===== src/rtl/esb_pkg.sv =====
package esb_pkg;
  // ------------------------------------------------------------
  // widths
  // ------------------------------------------------------------
  localparam int ESB_AW = 32;                 // host and system bus address width
  localparam int ESB_DW = 32;                 // data width, one word
  localparam int ESB_PAGE_LSB = 20;           // 1-Mbyte page boundary bit

  // access size encoding, as on the system bus
  typedef enum logic [1:0] {
    ESB_SZ_BYTE = 2'b00,
    ESB_SZ_HALF = 2'b01,
    ESB_SZ_WORD = 2'b10
  } esb_size_e;

  // conversion mode chosen per transaction
  typedef enum logic [1:0] {
    ESB_MODE_BIG  = 2'b00,                    // big_endian core, pass through
    ESB_MODE_ADDR = 2'b01,                    // little_endian address coherent
    ESB_MODE_DATA = 2'b10                     // little_endian data coherent
  } esb_mode_e;

  // ------------------------------------------------------------
  // reset values
  // ------------------------------------------------------------
  localparam logic ESB_RST_CORE_BIG  = 1'b0;  // core comes up little_endian
  localparam logic ESB_RST_SWAP_EN   = 1'b0;  // swap enable clear after reset
  localparam logic ESB_PCI_ADDR_SWAP_LE = 1'b0;
  localparam logic ESB_PCI_DATA_SWAP_LE = 1'b0;
  localparam logic ESB_PCI_BE_CTL       = 1'b1;

  // one buffered transaction
  typedef struct packed {
    logic [ESB_AW-1:0] addr;
    logic [ESB_DW-1:0] wdata;
    esb_size_e         size;
    logic              write;
    esb_mode_e         mode;
  } esb_req_s;
endpackage


===== src/rtl/esb_stream_if.sv =====
`timescale 1ns/1ps
// valid/ready carrier for one converted request
interface esb_stream_if;
  import esb_pkg::*;
  logic     valid;                            // request present
  logic     ready;                            // taker can accept
  esb_req_s req;                              // request payload
  modport src (output valid, output req, input ready);
  modport dst (input valid, input req, output ready);
endinterface


===== src/rtl/esb_bridge.sv =====
`timescale 1ns/1ps
// Operation
// - system bus side always big_endian
// - core endianness selectable, little_endian at reset
// - pci byte-lane swap switchable by software
// - big_endian core passes data unchanged
// - address coherent passes whole words unchanged
// - address coherent redirects byte and half lanes
// - address coherent fetches match big_endian format
// - data coherent keeps bytes at same address
// - data coherent reverses bytes in words, halves
// - page attribute picks address or data coherence
// - swapping done here in the bridge
// - swap enable gates page attribute when little_endian
// - swap enable ignored in big_endian mode
// - attribute per 1-Mbyte page with every access
module esb_bridge (
  input  wire logic                   clk,
  input  wire logic                   rstn,
  // host core side
  input  wire logic                   core_big_endian,
  input  wire logic                   swap_en,
  input  wire logic                   core_valid,
  output wire logic                   core_ready,
  input  wire logic [esb_pkg::ESB_AW-1:0] core_addr,
  input  wire logic [esb_pkg::ESB_DW-1:0] core_wdata,
  input  wire esb_pkg::esb_size_e     core_size,
  input  wire logic                   core_write,
  input  wire logic                   core_page_attr,
  output logic                        core_rvalid,
  output logic [esb_pkg::ESB_DW-1:0]  core_rdata,
  // big_endian system bus side
  output wire logic                   sys_valid,
  input  wire logic                   sys_ready,
  output wire logic [esb_pkg::ESB_AW-1:0] sys_addr,
  output wire logic [esb_pkg::ESB_DW-1:0] sys_wdata,
  output wire esb_pkg::esb_size_e     sys_size,
  output wire logic                   sys_write,
  input  wire logic                   sys_rvalid,
  input  wire logic [esb_pkg::ESB_DW-1:0] sys_rdata,
  // pci byte-lane swap controls and status
  input  wire logic                   pci_addr_swap,
  input  wire logic                   pci_data_swap,
  input  wire logic                   pci_be_ctl,
  output logic                        pci_swap_active,
  output esb_pkg::esb_mode_e          cur_mode
);
  import esb_pkg::*;

  // ------------------------------------------------------------
  // reset release
  // ------------------------------------------------------------
  logic rst_meta;                             // first stage, read only by rst_sync
  logic rst_sync;                             // released reset used everywhere

  // async assert, sync release
  always_ff @(posedge clk or negedge rstn) begin
    if (!rstn) begin
      rst_meta <= 1'b0;
      rst_sync <= 1'b0;
    end else begin
      rst_meta <= 1'b1;
      rst_sync <= rst_meta;
    end
  end

  // ------------------------------------------------------------
  // control level synchronisers
  // ------------------------------------------------------------
  // the mode bits come from software pins outside this domain
  logic [4:0] ctl_meta;                       // first stage only
  logic [4:0] ctl_sync;                       // second stage, safe to read
  logic       big_q;                          // synchronised core endianness
  logic       swap_en_q;                      // synchronised swap enable

  // both stages come up at the little_endian software settings, so the
  // pci status cannot flash high for a cycle after reset release
  localparam logic [4:0] CTL_RST = {ESB_PCI_ADDR_SWAP_LE, ESB_PCI_DATA_SWAP_LE,
                                    ESB_PCI_BE_CTL, ESB_RST_SWAP_EN, ESB_RST_CORE_BIG};

  // two flops per control level, only the second one is read
  always_ff @(posedge clk or negedge rst_sync) begin
    if (!rst_sync) begin
      ctl_meta <= CTL_RST;
      ctl_sync <= CTL_RST;
    end else begin
      ctl_meta <= {pci_addr_swap, pci_data_swap, pci_be_ctl, swap_en, core_big_endian};
      ctl_sync <= ctl_meta;
    end
  end

  assign big_q     = ctl_sync[0];             // core comes up little_endian
  assign swap_en_q = ctl_sync[1];

  // pci swap is enabled by software through its own controls; the
  // bridge just reports it
  always_ff @(posedge clk or negedge rst_sync) begin
    if (!rst_sync) begin
      pci_swap_active <= 1'b0;
    end else begin
      pci_swap_active <= ctl_sync[4] && ctl_sync[3];
    end
  end

  // ------------------------------------------------------------
  // per-transaction mode selection
  // ------------------------------------------------------------
  // the page attribute travels with the access, one bit per 1-Mbyte
  // page decoded upstream
  esb_mode_e next_mode;

  always_comb begin
    if (big_q) begin
      next_mode = ESB_MODE_BIG;               // swap enable ignored
    end else if (swap_en_q && core_page_attr) begin
      next_mode = ESB_MODE_DATA;
    end else begin
      next_mode = ESB_MODE_ADDR;
    end
  end

  // ------------------------------------------------------------
  // conversion, done in the bridge so no processor adjusts
  // ------------------------------------------------------------
  function automatic logic [ESB_DW-1:0] swap_lanes(input logic [ESB_DW-1:0] d,
                                                   input esb_size_e sz);
    logic [ESB_DW-1:0] r;
    r = d;
    if (sz == ESB_SZ_WORD) begin
      r = {d[7:0], d[15:8], d[23:16], d[31:24]};
    end else if (sz == ESB_SZ_HALF) begin
      r = {d[23:16], d[31:24], d[7:0], d[15:8]};
    end
    return r;
  endfunction

  logic [ESB_AW-1:0] next_addr;               // redirected address
  logic [ESB_DW-1:0] next_wdata;              // converted write data

  always_comb begin
    next_addr  = core_addr;
    next_wdata = core_wdata;
    case (next_mode)
      ESB_MODE_ADDR: begin
        // words untouched, so instruction words keep their format,
        if (core_size == ESB_SZ_BYTE) begin
          next_addr[1:0] = ~core_addr[1:0];
        end else if (core_size == ESB_SZ_HALF) begin
          next_addr[1] = ~core_addr[1];
        end
      end
      ESB_MODE_DATA: begin
        next_wdata = swap_lanes(core_wdata, core_size);
      end
      default: begin
        next_addr  = core_addr;               // pass through
        next_wdata = core_wdata;
      end
    endcase
  end

  // ------------------------------------------------------------
  // request buffer toward the system bus
  // ------------------------------------------------------------
  esb_stream_if in_st ();
  esb_stream_if out_st ();

  // mode is stamped on each request as it enters
  assign in_st.valid      = core_valid;
  assign in_st.req.addr   = next_addr;
  assign in_st.req.wdata  = next_wdata;
  assign in_st.req.size   = core_size;
  assign in_st.req.write  = core_write;
  assign in_st.req.mode   = next_mode;
  assign core_ready       = in_st.ready;

  esb_skid_buf u_buf (
    .clk   (clk),
    .rst_n (rst_sync),
    .in_s  (in_st),
    .out_s (out_st)
  );

  // system bus sees only big_endian ordering
  assign sys_valid    = out_st.valid;
  assign out_st.ready = sys_ready;
  assign sys_addr     = out_st.req.addr;
  assign sys_wdata    = out_st.req.wdata;
  assign sys_size     = out_st.req.size;
  assign sys_write    = out_st.req.write;

  // ------------------------------------------------------------
  // read return path
  // ------------------------------------------------------------
  // reads come back in issue order; a small tag fifo keeps each read's
  // mode and size so a mode change in flight does no harm
  localparam int TQ = 4;
  logic [3:0]   tag_q [TQ];                   // {mode, size}
  logic [1:0]   tq_wr;
  logic [1:0]   tq_rd;
  logic         issue_rd;
  esb_mode_e    rd_mode;
  esb_size_e    rd_size;

  assign issue_rd = sys_valid && sys_ready && !sys_write;
  assign rd_mode  = esb_mode_e'(tag_q[tq_rd][3:2]);
  assign rd_size  = esb_size_e'(tag_q[tq_rd][1:0]);

  // tag storage; assumes no more than four reads outstanding
  always_ff @(posedge clk) begin
    if (issue_rd) begin
      tag_q[tq_wr] <= {out_st.req.mode, out_st.req.size};
    end
  end

  // tag pointers
  always_ff @(posedge clk or negedge rst_sync) begin
    if (!rst_sync) begin
      tq_wr <= 2'd0;
      tq_rd <= 2'd0;
    end else begin
      if (issue_rd) begin
        tq_wr <= tq_wr + 2'd1;
      end
      if (sys_rvalid) begin
        tq_rd <= tq_rd + 2'd1;
      end
    end
  end

  // registered read data back to the core
  always_ff @(posedge clk or negedge rst_sync) begin
    if (!rst_sync) begin
      core_rvalid <= 1'b0;
      core_rdata  <= 32'h0000_0000;
    end else begin
      core_rvalid <= sys_rvalid;
      if (sys_rvalid) begin
        if (rd_mode == ESB_MODE_DATA) begin
          core_rdata <= swap_lanes(sys_rdata, rd_size);
        end else begin
          core_rdata <= sys_rdata;
        end
      end
    end
  end

  // current mode for status
  always_ff @(posedge clk or negedge rst_sync) begin
    if (!rst_sync) begin
      cur_mode <= ESB_MODE_ADDR;
    end else begin
      cur_mode <= next_mode;
    end
  end
endmodule


===== src/rtl/esb_skid_buf.sv =====
`timescale 1ns/1ps
// ------------------------------------------------------------
// two-entry buffer: a stall by the system bus loses no request
// ------------------------------------------------------------
module esb_skid_buf (
  input wire logic clk,
  input wire logic rst_n,
  esb_stream_if.dst in_s,
  esb_stream_if.src out_s
);
  import esb_pkg::*;

  esb_req_s   mem [2];                        // two storage slots
  logic       wr_ptr;                         // next slot to fill
  logic       rd_ptr;                         // oldest slot
  logic [1:0] count;                          // slots in use
  logic       push;
  logic       pop;

  // full only at two entries, so ready is honest
  assign in_s.ready  = (count != 2'd2);
  assign out_s.valid = (count != 2'd0);
  assign out_s.req   = mem[rd_ptr];
  assign push        = in_s.valid && in_s.ready;
  assign pop         = out_s.valid && out_s.ready;

  // storage, written only on a push
  always_ff @(posedge clk) begin
    if (push) begin
      mem[wr_ptr] <= in_s.req;
    end
  end

  // pointers and occupancy
  always_ff @(posedge clk or negedge rst_n) begin
    if (!rst_n) begin
      wr_ptr <= 1'b0;
      rd_ptr <= 1'b0;
      count  <= 2'd0;
    end else begin
      if (push) begin
        wr_ptr <= ~wr_ptr;
      end
      if (pop) begin
        rd_ptr <= ~rd_ptr;
      end
      count <= count + {1'b0, push} - {1'b0, pop};
    end
  end
endmodule


===== config.mk =====
export PLATFORM = sky130hd
export DESIGN_NAME = esb_bridge
export DESIGN_NICKNAME = d
export VERILOG_FILES = /design/src/rtl/esb_pkg.sv /design/src/rtl/esb_stream_if.sv /design/src/rtl/esb_bridge.sv /design/src/rtl/esb_skid_buf.sv
export SDC_FILE = /design/constraint.sdc
export NUM_CORES = 1
export LEC_CHECK = 0
export ABC_AREA = 1
export BUFFER_PORTS_ARGS = -buffer_cell sky130_fd_sc_hd__buf_2
export CORE_MARGIN = 1
export CORE_UTILIZATION = 55
export CTS_CLUSTER_DIAMETER = 100
export DETAILED_ROUTE_END_ITERATION = 10
export PLACE_DENSITY = 0.8
export SKIP_CTS_REPAIR_TIMING = 1
export SLEW_MARGIN = 20
export SYNTH_ARGS = -nofsm -noshare
export SYNTH_HDL_FRONTEND = slang
export SYNTH_HIERARCHICAL = 1
export SYNTH_SLANG_ARGS = --single-unit

===== constraint.sdc =====
create_clock -name clk -period 3.1 [get_ports clk]
set_input_delay 0.155 -clock clk [delete_from_list [all_inputs] [get_ports clk]]
set_output_delay 0.155 -clock clk [all_outputs]
set_load 0.03 [all_outputs]

* Yosys cells after proc, flatten, opt, wreduce, memory -nomap -nowiden *
Memories as Yosys holds them, arrays and structs flattened.
Cells that the tools add are included.

storage, ports and cells
  memories kept = 2
  register bits = 56
  bits in writable memories = 154
  output and inout port bits = 105
  ROM bits = 0
  latch bits = 0

cells by class
  add/subtract/negate cells = 4
  shift operators = 0
  div/mod/pow operators = 0
  multiplexer cells = 16
  bitwise operators = 4
  reductions and logical operators = 8
  order comparisons = 0
  equality and inequality tests = 8
  multipliers = 0

memories
  name       depth  bits a word  read ports  clocked after memory_dff  wr ports  line                source
  u_buf.mem  2      69           1           0                         1         esb_skid_buf.sv:13  esb_req_s mem [2];
  tag_q      4      4            1           0                         1         esb_bridge.sv:198   logic [3:0] tag_q [TQ];

operators by type and width
  operator             count
  $mux 32              6
  $eq 2x2->1 const B   4
  $mux 1               7
  $eq 2x1->1 const B   3
  $mux 2               3
  $logic_and 1x1->1    5
  $add 2x1->2 const B  2
  $not 1->1            3
  $add 2x1->2          1
  $logic_not 2->1      1
  $ne 2x2->1 const B   1
  $not 2->2            1
  $reduce_bool 2->1    1
  $sub 2x1->2          1
  $logic_not 1->1      1

* Longest topological paths before layout *
Gate-level depths: netlist of the first run.

  depth in word-level cells = 5
  gate-level depth with buffers = 12
  mapped depth without buffers = 11

* Cells and area by module *
The synthesis of the first run kept the hierarchy.

modules (own cells, without submodules)
  module        cells each  seq. area each (µm²)  area an instance (µm²)  instances
  esb_skid_buf  392         4244.1                5252.5                  1
  esb_bridge    672         1732.9                4717.0                  1

* Least setup slack after synthesis of the first run *
OpenSTA, ideal clock, no wires.

  path kind = register to register
  from = reg u_buf.count[1]
  to = mem u_buf/mem[1][0] in the netlist's numbering (enable)
  data required time = 2.603 ns
  stages on the path, launching flop included = 4
  setup time = 0.497 ns
  arrival = 3.679 ns
  clock period less this slack = 4.175 ns
  path slack = -1.075 ns
  cell sequence = dfrtp_1 > nand2_1 > nand2_1 > nor2_1

between the ends
  word-level cells in the longest chain between the ends = 4

ends and longest elaborated chain
  what                          line                source
  from (decl)                   esb_skid_buf.sv:16  logic [1:0] count;
  from (signal assigned)        esb_skid_buf.sv:47  count <= count + {1'b0, push} - {1'b0, pop};
  $ne 2x2->1                    esb_skid_buf.sv:21  assign in_s.ready = (count != 2'd2);
  net core_ready                esb_bridge.sv:24    output wire logic core_ready,
  $logic_and 1x1->1             esb_skid_buf.sv:24  assign push = in_s.valid && in_s.ready;
  $mux 1                        esb_skid_buf.sv:29  if (push) begin
  $mux 1 (implied by the code)  esb_skid_buf.sv:30  mem[wr_ptr] <= in_s.req;
  to (decl)                     esb_skid_buf.sv:13

The timed path passes the listed nets, and every way through them passes these cells.

* Final worst setup path of the first run *
  from = reg u_buf.rd_ptr
  to = out sys_size[1]

between the ends
  word-level cells in the longest chain between the ends = 1

ends and longest elaborated chain
  what                    line                source
  from (decl)             esb_skid_buf.sv:15  logic rd_ptr;
  from (signal assigned)  esb_skid_buf.sv:45  rd_ptr <= ~rd_ptr;
  $mem_v2 2x69            n/a
  to (decl)               esb_bridge.sv:37    output wire esb_pkg::esb_size_e sys_size,

No other way between the ends.

==> results of run 1 <==
## worst paths after layout
path,end,cells past startpoint
worst max-delay path,sys_size[1],5
worst min-delay path,u_buf/mem[0][29],3
worst max register to register,core_rdata[26],8
worst min register to register,pci_swap_active,0
max in group asynchronous,cur_mode[0],1
min in group asynchronous,pci_swap_active,0
## area by class of cell
class | instances | share of cell area (%)
timing repair buffer | 271 | 13.4
clock buffer | 34 | 5.38
inverter | 119 | 3.72
multi-input combinational | 677 | 25.7
sequential | 208 | 49.0
clock inverter | 8 | 0.451
antenna | 1 | 0.0205
tap | 225 | 2.31
## sequential cells by signal, summed over array words and instances (netlist names), 2 cells and up
| signal | cells |
|---|---|
| tag_q | 16 |
| tq_rd | 2 |
| core_rdata | 32 |
| tq_wr | 2 |
| ctl_meta | 4 |
| ctl_sync | 4 |
| u_buf/mem | 138 |
| u_buf/count | 2 |
| cur_mode | 2 |
## power by group
group          switching (mW)  internal [mW]
clock network            1.08           1.48
registers               0.307           3.83
logic                    4.38           1.58
## worst register-to-register path: stages (launching register included)
cell	delay, ns
dfrtp_1	0.60
nand2_1	0.13
nand2_1	0.10
nand2_1	0.06
nand2_2	0.49
nand2_4	0.40
nand3_1	0.21
nand2_1	0.10
a21oi_2	0.14
## cells in the final DEF, fill, tap and decap left out, drive strengths merged
cell type    instances
a21oi               65
buf                225
clkbuf              34
clkinv              33
conb                 1
dfrtp               53
dfstp                1
diode                1
dlygate4sd3         46
edfxtp             154
ha                   6
inv                 94
nand2              385
nand3              106
nand3b               1
nor2                43
o21ai               32
o22ai               32
or2                  1
xnor2                1
xor2                 4
## per-layer routing
layer / vias to the layer above / part of all wire [%]
met5: - / 0
met1: 3780 / 39
li1: 3944 / -
met2: 350 / 49
met4: 0 / 3.3
met3: 52 / 8.4
## kinds of logic (layout without fill, tap and decap cells)
| group | Yosys count | after routing | share of synthesized area (%) |
|---|---|---|---|
| AND/OR/NAND/NOR | 536 | 536 | 22.1 |
| buffers and inverters | 179 | 432 | 8.71 |
| flip-flops | 208 | 208 | 60.0 |
| other | 1 | 2 | 0.0376 |
| AO/OA/AOI/OAI | 129 | 129 | 8.01 |
| adder cells (fa/ha/maj) | 6 | 6 | 0.753 |
| XOR/XNOR | 5 | 5 | 0.439 |
## per-stage QoR
stage | util, % | power, mW | instances
after floorplan | - | 8.80 | 1064
final | 69.8 | 12.7 | 1543
after global routing | 69.8 | 13.4 | 1543
after detailed placement | 63.1 | 10.0 | 1454
after CTS | 67.2 | 12.6 | 1496
after global placement | 63.1 | 9.94 | 1454
==> metrics, run 1 <==
status=complete, but fails checks; violated checks=negative hold slack; RSZ-0062 raised after global routing=false; Post-Route Setup TNS=0 ns; Final min period=2.41 ns; setup ws final=0.692 ns; Yosys top cell area share=46.4%; ranking of synthesized cells by area=edfxtp_1 (46%), nand2_1 (14%), dfrtp_1 (13%); Critical Path AT=2.25 ns; vias in the first global route=7,193; die width=137 µm; LEAKAGE=5.60 nW; Finish-stage setup viols=0; pin count of the biggest net entering global routing=70; most frequent cells after synthesis=nand2_1 (375), edfxtp_1 (154), nand3_1 (104); most frequent CP cell=nand2_1; Primary FF master, synth=edfxtp_1; CP delay by family, top=buffers and inverters; Vias=8,126; post-route ant nets=0; hold path start=core_wdata[24]; Mapped Cells=1,064; CTS Sinks=208; Synth area leader=edfxtp_1; Max VDD drop=0.000718 V; CP bufs+invs=3; total CTS buffers=23; Seq/Total Area, Yosys=60.0%; final WL=24,300 µm; Max-Slew Margin vs Limit=22.6%; Yosys warnings=6; design area=12,200 µm²; r2r startpoint=tq_rd[0]; sequential standard cell area=5980 µm²; FFs w/ async S/R, synth=26.0%; # DRC=0; internal reg-to-reg setup slack=0.79 ns; maximum fanout along the worst path=41; initial drt markers=623; CP endpoint kind=output port; Clk Latency, worst-skew pair=0.51 ns; Max-Cap Viols=0; total I/O pin count=215; dpl hpwl=15,000 µm; CTS max path bufs=3; Tightest Pin Transition=1.16 ns; pre-CTS WS=0.866 ns; Placed Area=11,000 µm²; crit path from=u_buf/rd_ptr; fillers=1,286; overall global routing resource usage=24.9%; mean routed wirelength per cell=15.7 µm; Clock Pin Slew Worst Setup and Hold Paths=0.06 ns; via/cell ratio=5.27; global-route wire length before repair=36,100 µm; M1 GR Usage=31.2%; layout cells sized above 1=23.8%; synthesized area=9970 µm²; DRT Pass-1 Iters=5; final slew viol count=0; global route overflow=0; CP Class=flip-flop to output port; H-tree Lvls=1; Initial Util=57.0%; initial antenna violation count=1; die area=18,700 µm²; Synth Register Bits=208; CTS tree=yes; die height=137 µm; area grow syn2layout=22.4%; Final Hold Vio Count=2; Synthesized Nets=1,180; Global Route met3 Usage=5.93%; Avg Synthesized Cell Area=9.37 µm²; met2 Use GR=41.5%; Hold Slack=-0.00845 ns; Largest stage delay, worst path=0.43 ns; top-count cell post-synth=nand2_1; f_max=415 MHz; critical path required time=2.94 ns; period utilization=77.7%; CTS root buf=clkbuf_16; port bufs=213; distinct cell type count after synthesis=30; std cell rows=48; Final nets=1,416; final setup skew=0.0116 ns; GRT busiest layer=met2; crit path launch type=flip-flop; Post-synth EDFFs=154; gp weighted congestion=0.836; crit path cell chain=inv_4, buf_4, nand2_1, nand2_1, buf_2; footprint of the multi-input gates=3130 µm²; core area=17,500 µm²; HP Class=input pin to flip-flop; Worst path slowest cell=dfrtp_2; P per Cell Area=1040 nW/µm²
Power figures use the tool's default switching activity.
==> inputs of run 2 (changes only) <==
- clock period: 3.1 -> 2.4 ns (I/O delays scaled with it)
==> run 2 against run 1 <==
Compared with the run above: register-to-register slack lost 0.39 ns; sequential share of layout area shrank 1.8 points; final cell count increased by 2.1%; highest routed layer unchanged; clock-buffer cell count fell by 1; the flow still finishes with violations (negative hold slack); total power rose by 35%; wire length is 3.7% higher; clock power increased by 49%; critical endpoint is now core_rdata[23]; sequential cell count unchanged.
==> metrics, run 2 (synthesis results as in run 1) <==
Post-Route Setup TNS=0 ns (unchanged); post-route ant nets=0 (unchanged); Max-Slew Margin vs Limit=50.9% (was 22.6%); RR Endpoint=core_rdata[23] (was core_rdata[26]); FF-to-FF path depth=9 (was 8); die width=137 µm (unchanged); violated checks=negative hold slack (unchanged); Clock Pin Slew Worst Setup and Hold Paths=0.06 ns (about the same); via/cell ratio=5.32 (was 5.27); max reg flops=138 (unchanged); Initial Util=57.0% (unchanged); overall global routing resource usage=25.1% (was 24.9%); total I/O pin count=215 (unchanged); global-route wire length before repair=36,500 µm (was 36,100 µm); # DRC=0 (unchanged); Max-Cap Viols=0 (unchanged); f_max=501 MHz; Critical Path AT=2.39 ns (was 2.25 ns); period utilization=83.2%; port bufs=213 (unchanged); layout cells sized above 1=24.0% (was 23.8%); CTS max path bufs=3 (unchanged); final std cells w/o fill=1,576 (was 1,543); Pwr Total=17.0 mW (was 12.7 mW); HP Class=input pin to flip-flop (unchanged); Final min period=2.00 ns; H-tree Lvls=1 (unchanged); global route overflow=0 (unchanged); critical path required time=2.79 ns (was 2.94 ns); P per Cell Area=1350 nW/µm² (was 1040 nW/µm²); final WL=25,200 µm (was 24,300 µm); commonest non-fill, non-tap cells in the layout=nand2_1 (375), buf_2 (213), edfxtp_1 (154), nand3_1 (104), inv_1 (85) (unchanged); RSZ-0062 raised after global routing=false (unchanged); commonest non-fill, non-tap cell in the layout=nand2_1 (unchanged); Final Hold Vio Count=23 (was 2); Tightest Pin Transition=0.737 ns (was 1.16 ns); crit path launch type=flip-flop (unchanged); mean routed wirelength per cell=16.0 µm (was 15.7 µm); Vias=8,378 (was 8,126); vias in the first global route=7,551 (was 7,193); hold path start=core_wdata[0] (was core_wdata[24]); post-placement cell count=1,461 (was 1,454); initial drt markers=733 (was 623); Clk Latency, worst-skew pair=0.51 ns (about the same); Regs by FF count=u_buf/mem (138), core_rdata (32), tag_q (16) (unchanged); hold path cells=3 (unchanged); die area=18,700 µm² (unchanged); die height=137 µm (unchanged); Finish-stage setup viols=0 (unchanged); GRT busiest layer=met2 (unchanged); fillers=1,227 (was 1,286); Global Route met3 Usage=6.19% (was 5.93%); dpl hpwl=15,400 µm (was 15,000 µm); internal reg-to-reg setup slack=0.40 ns (was 0.79 ns); area grow syn2layout=27.1% (was 22.4%); std cell rows=48 (unchanged); maximum fanout along the worst path=32 (was 41); CTS tree=yes (unchanged); Hold Path Sink=u_buf/mem[1][5] (was u_buf/mem[0][29]); core area=17,500 µm² (unchanged); total CTS buffers=23 (unchanged); initial antenna violation count=1 (unchanged); met2 Use GR=43.2% (was 41.5%); gp weighted congestion=0.861 (was 0.836); status=complete, but fails checks (unchanged); CP Class=flip-flop to flip-flop (was flip-flop to output port); M1 GR Usage=30.2% (was 31.2%); CP endpoint kind=flip-flop (was output port); pre-CTS WS=0.456 ns (was 0.866 ns); final slew viol count=0 (unchanged); DRT Pass-1 Iters=5 (unchanged); Max VDD drop=0.00119 V (was 0.000718 V); setup ws final=0.402 ns (was 0.692 ns); Top reg by flops=u_buf/mem (unchanged); final setup skew=0.00824 ns (was 0.0116 ns); pin count of the biggest net entering global routing=70 (unchanged); Hold Slack=-0.0280 ns (was -0.00845 ns); CTS Sinks=208 (unchanged); r2r startpoint=tq_rd[0] (unchanged); CTS root buf=clkbuf_16 (unchanged); Final nets=1,447 (was 1,416); LEAKAGE=5.80 nW (was 5.60 nW)
## run 2: changes by cell type in the layout (fill, tap and decap cells not counted), moves of 2 or more
| cell | delta |
|---|---|
| clkbuf_1 | -2 |
| clkinv_1 | -2 |
| buf_12 | +3 |
| dlygate4sd3_1 | +24 |
| bufinv_16 | +4 |
| clkinvlp_4 | +2 |
| buf_4 | +4 |
| diode_2 | +2 |
## run 2: cell type report
cell class                      instances  area [µm²]  share of cell area [%]
Clock buffer                           33         674                    5.32
Inverter                              119         458                    3.61
Multi-Input combinational cell        677        3130                    24.7
Tap cell                              225         282                    2.22
Antenna cell                            3        7.51                  0.0593
Clock inverter                          9         161                    1.27
Sequential cell                       208        5980                    47.2
Timing Repair Buffer                  302        1970                    15.6
## run 2: power breakdown
group          switching (mW)  leakage [nW]  internal, mW
combinational            5.70          3.34          2.20
clock                    1.39         0.406          2.40
sequential              0.402          2.05          4.95
## run 2: worst max-delay path by stage
stage,startpoint,to,slack [ns],cells past startpoint
detailed placement,tq_rd[0],core_rdata[26],0.46,9
global placement,tq_rd[0],core_rdata[23],0.50,9
finish,tq_rd[0],core_rdata[23],0.40,9
CTS,u_buf/rd_ptr,sys_size[1],0.42,5
global route,tq_rd[0],core_rdata[23],0.23,8
floorplan,u_buf/count[1],u_buf/mem[1][0],0.12,3
## run 2: metal layers
layer	share of wire (%)	vias to the layer above
met5	0	-
met4	3.4	0
met3	7.9	62
met2	50	351
met1	39	3948
li1	-	4017
## run 2: through the flow
| step | util, % | cell area, µm² |
|---|---|---|
| 6_report | 72.5 | 12700 |
| 5_1_grt | 72.5 | 12700 |
| 4_1_cts | 68.4 | 12000 |
| 3_5_place_dp | 63.7 | 11100 |
| 3_3_place_gp | 63.7 | 11100 |
| 2_1_floorplan | - | 9980 |
## run 2: critical path: stages, from the launching register on
cell and delay (ns):
dfrtp_1 0.62, inv_6 0.09, nand2_2 0.08, nand3_1 0.08, nand2_2 0.30, nand2_4 0.29, nand2_1 0.13, nand3_1 0.08
nand2_1 0.13, a21oi_2 0.06
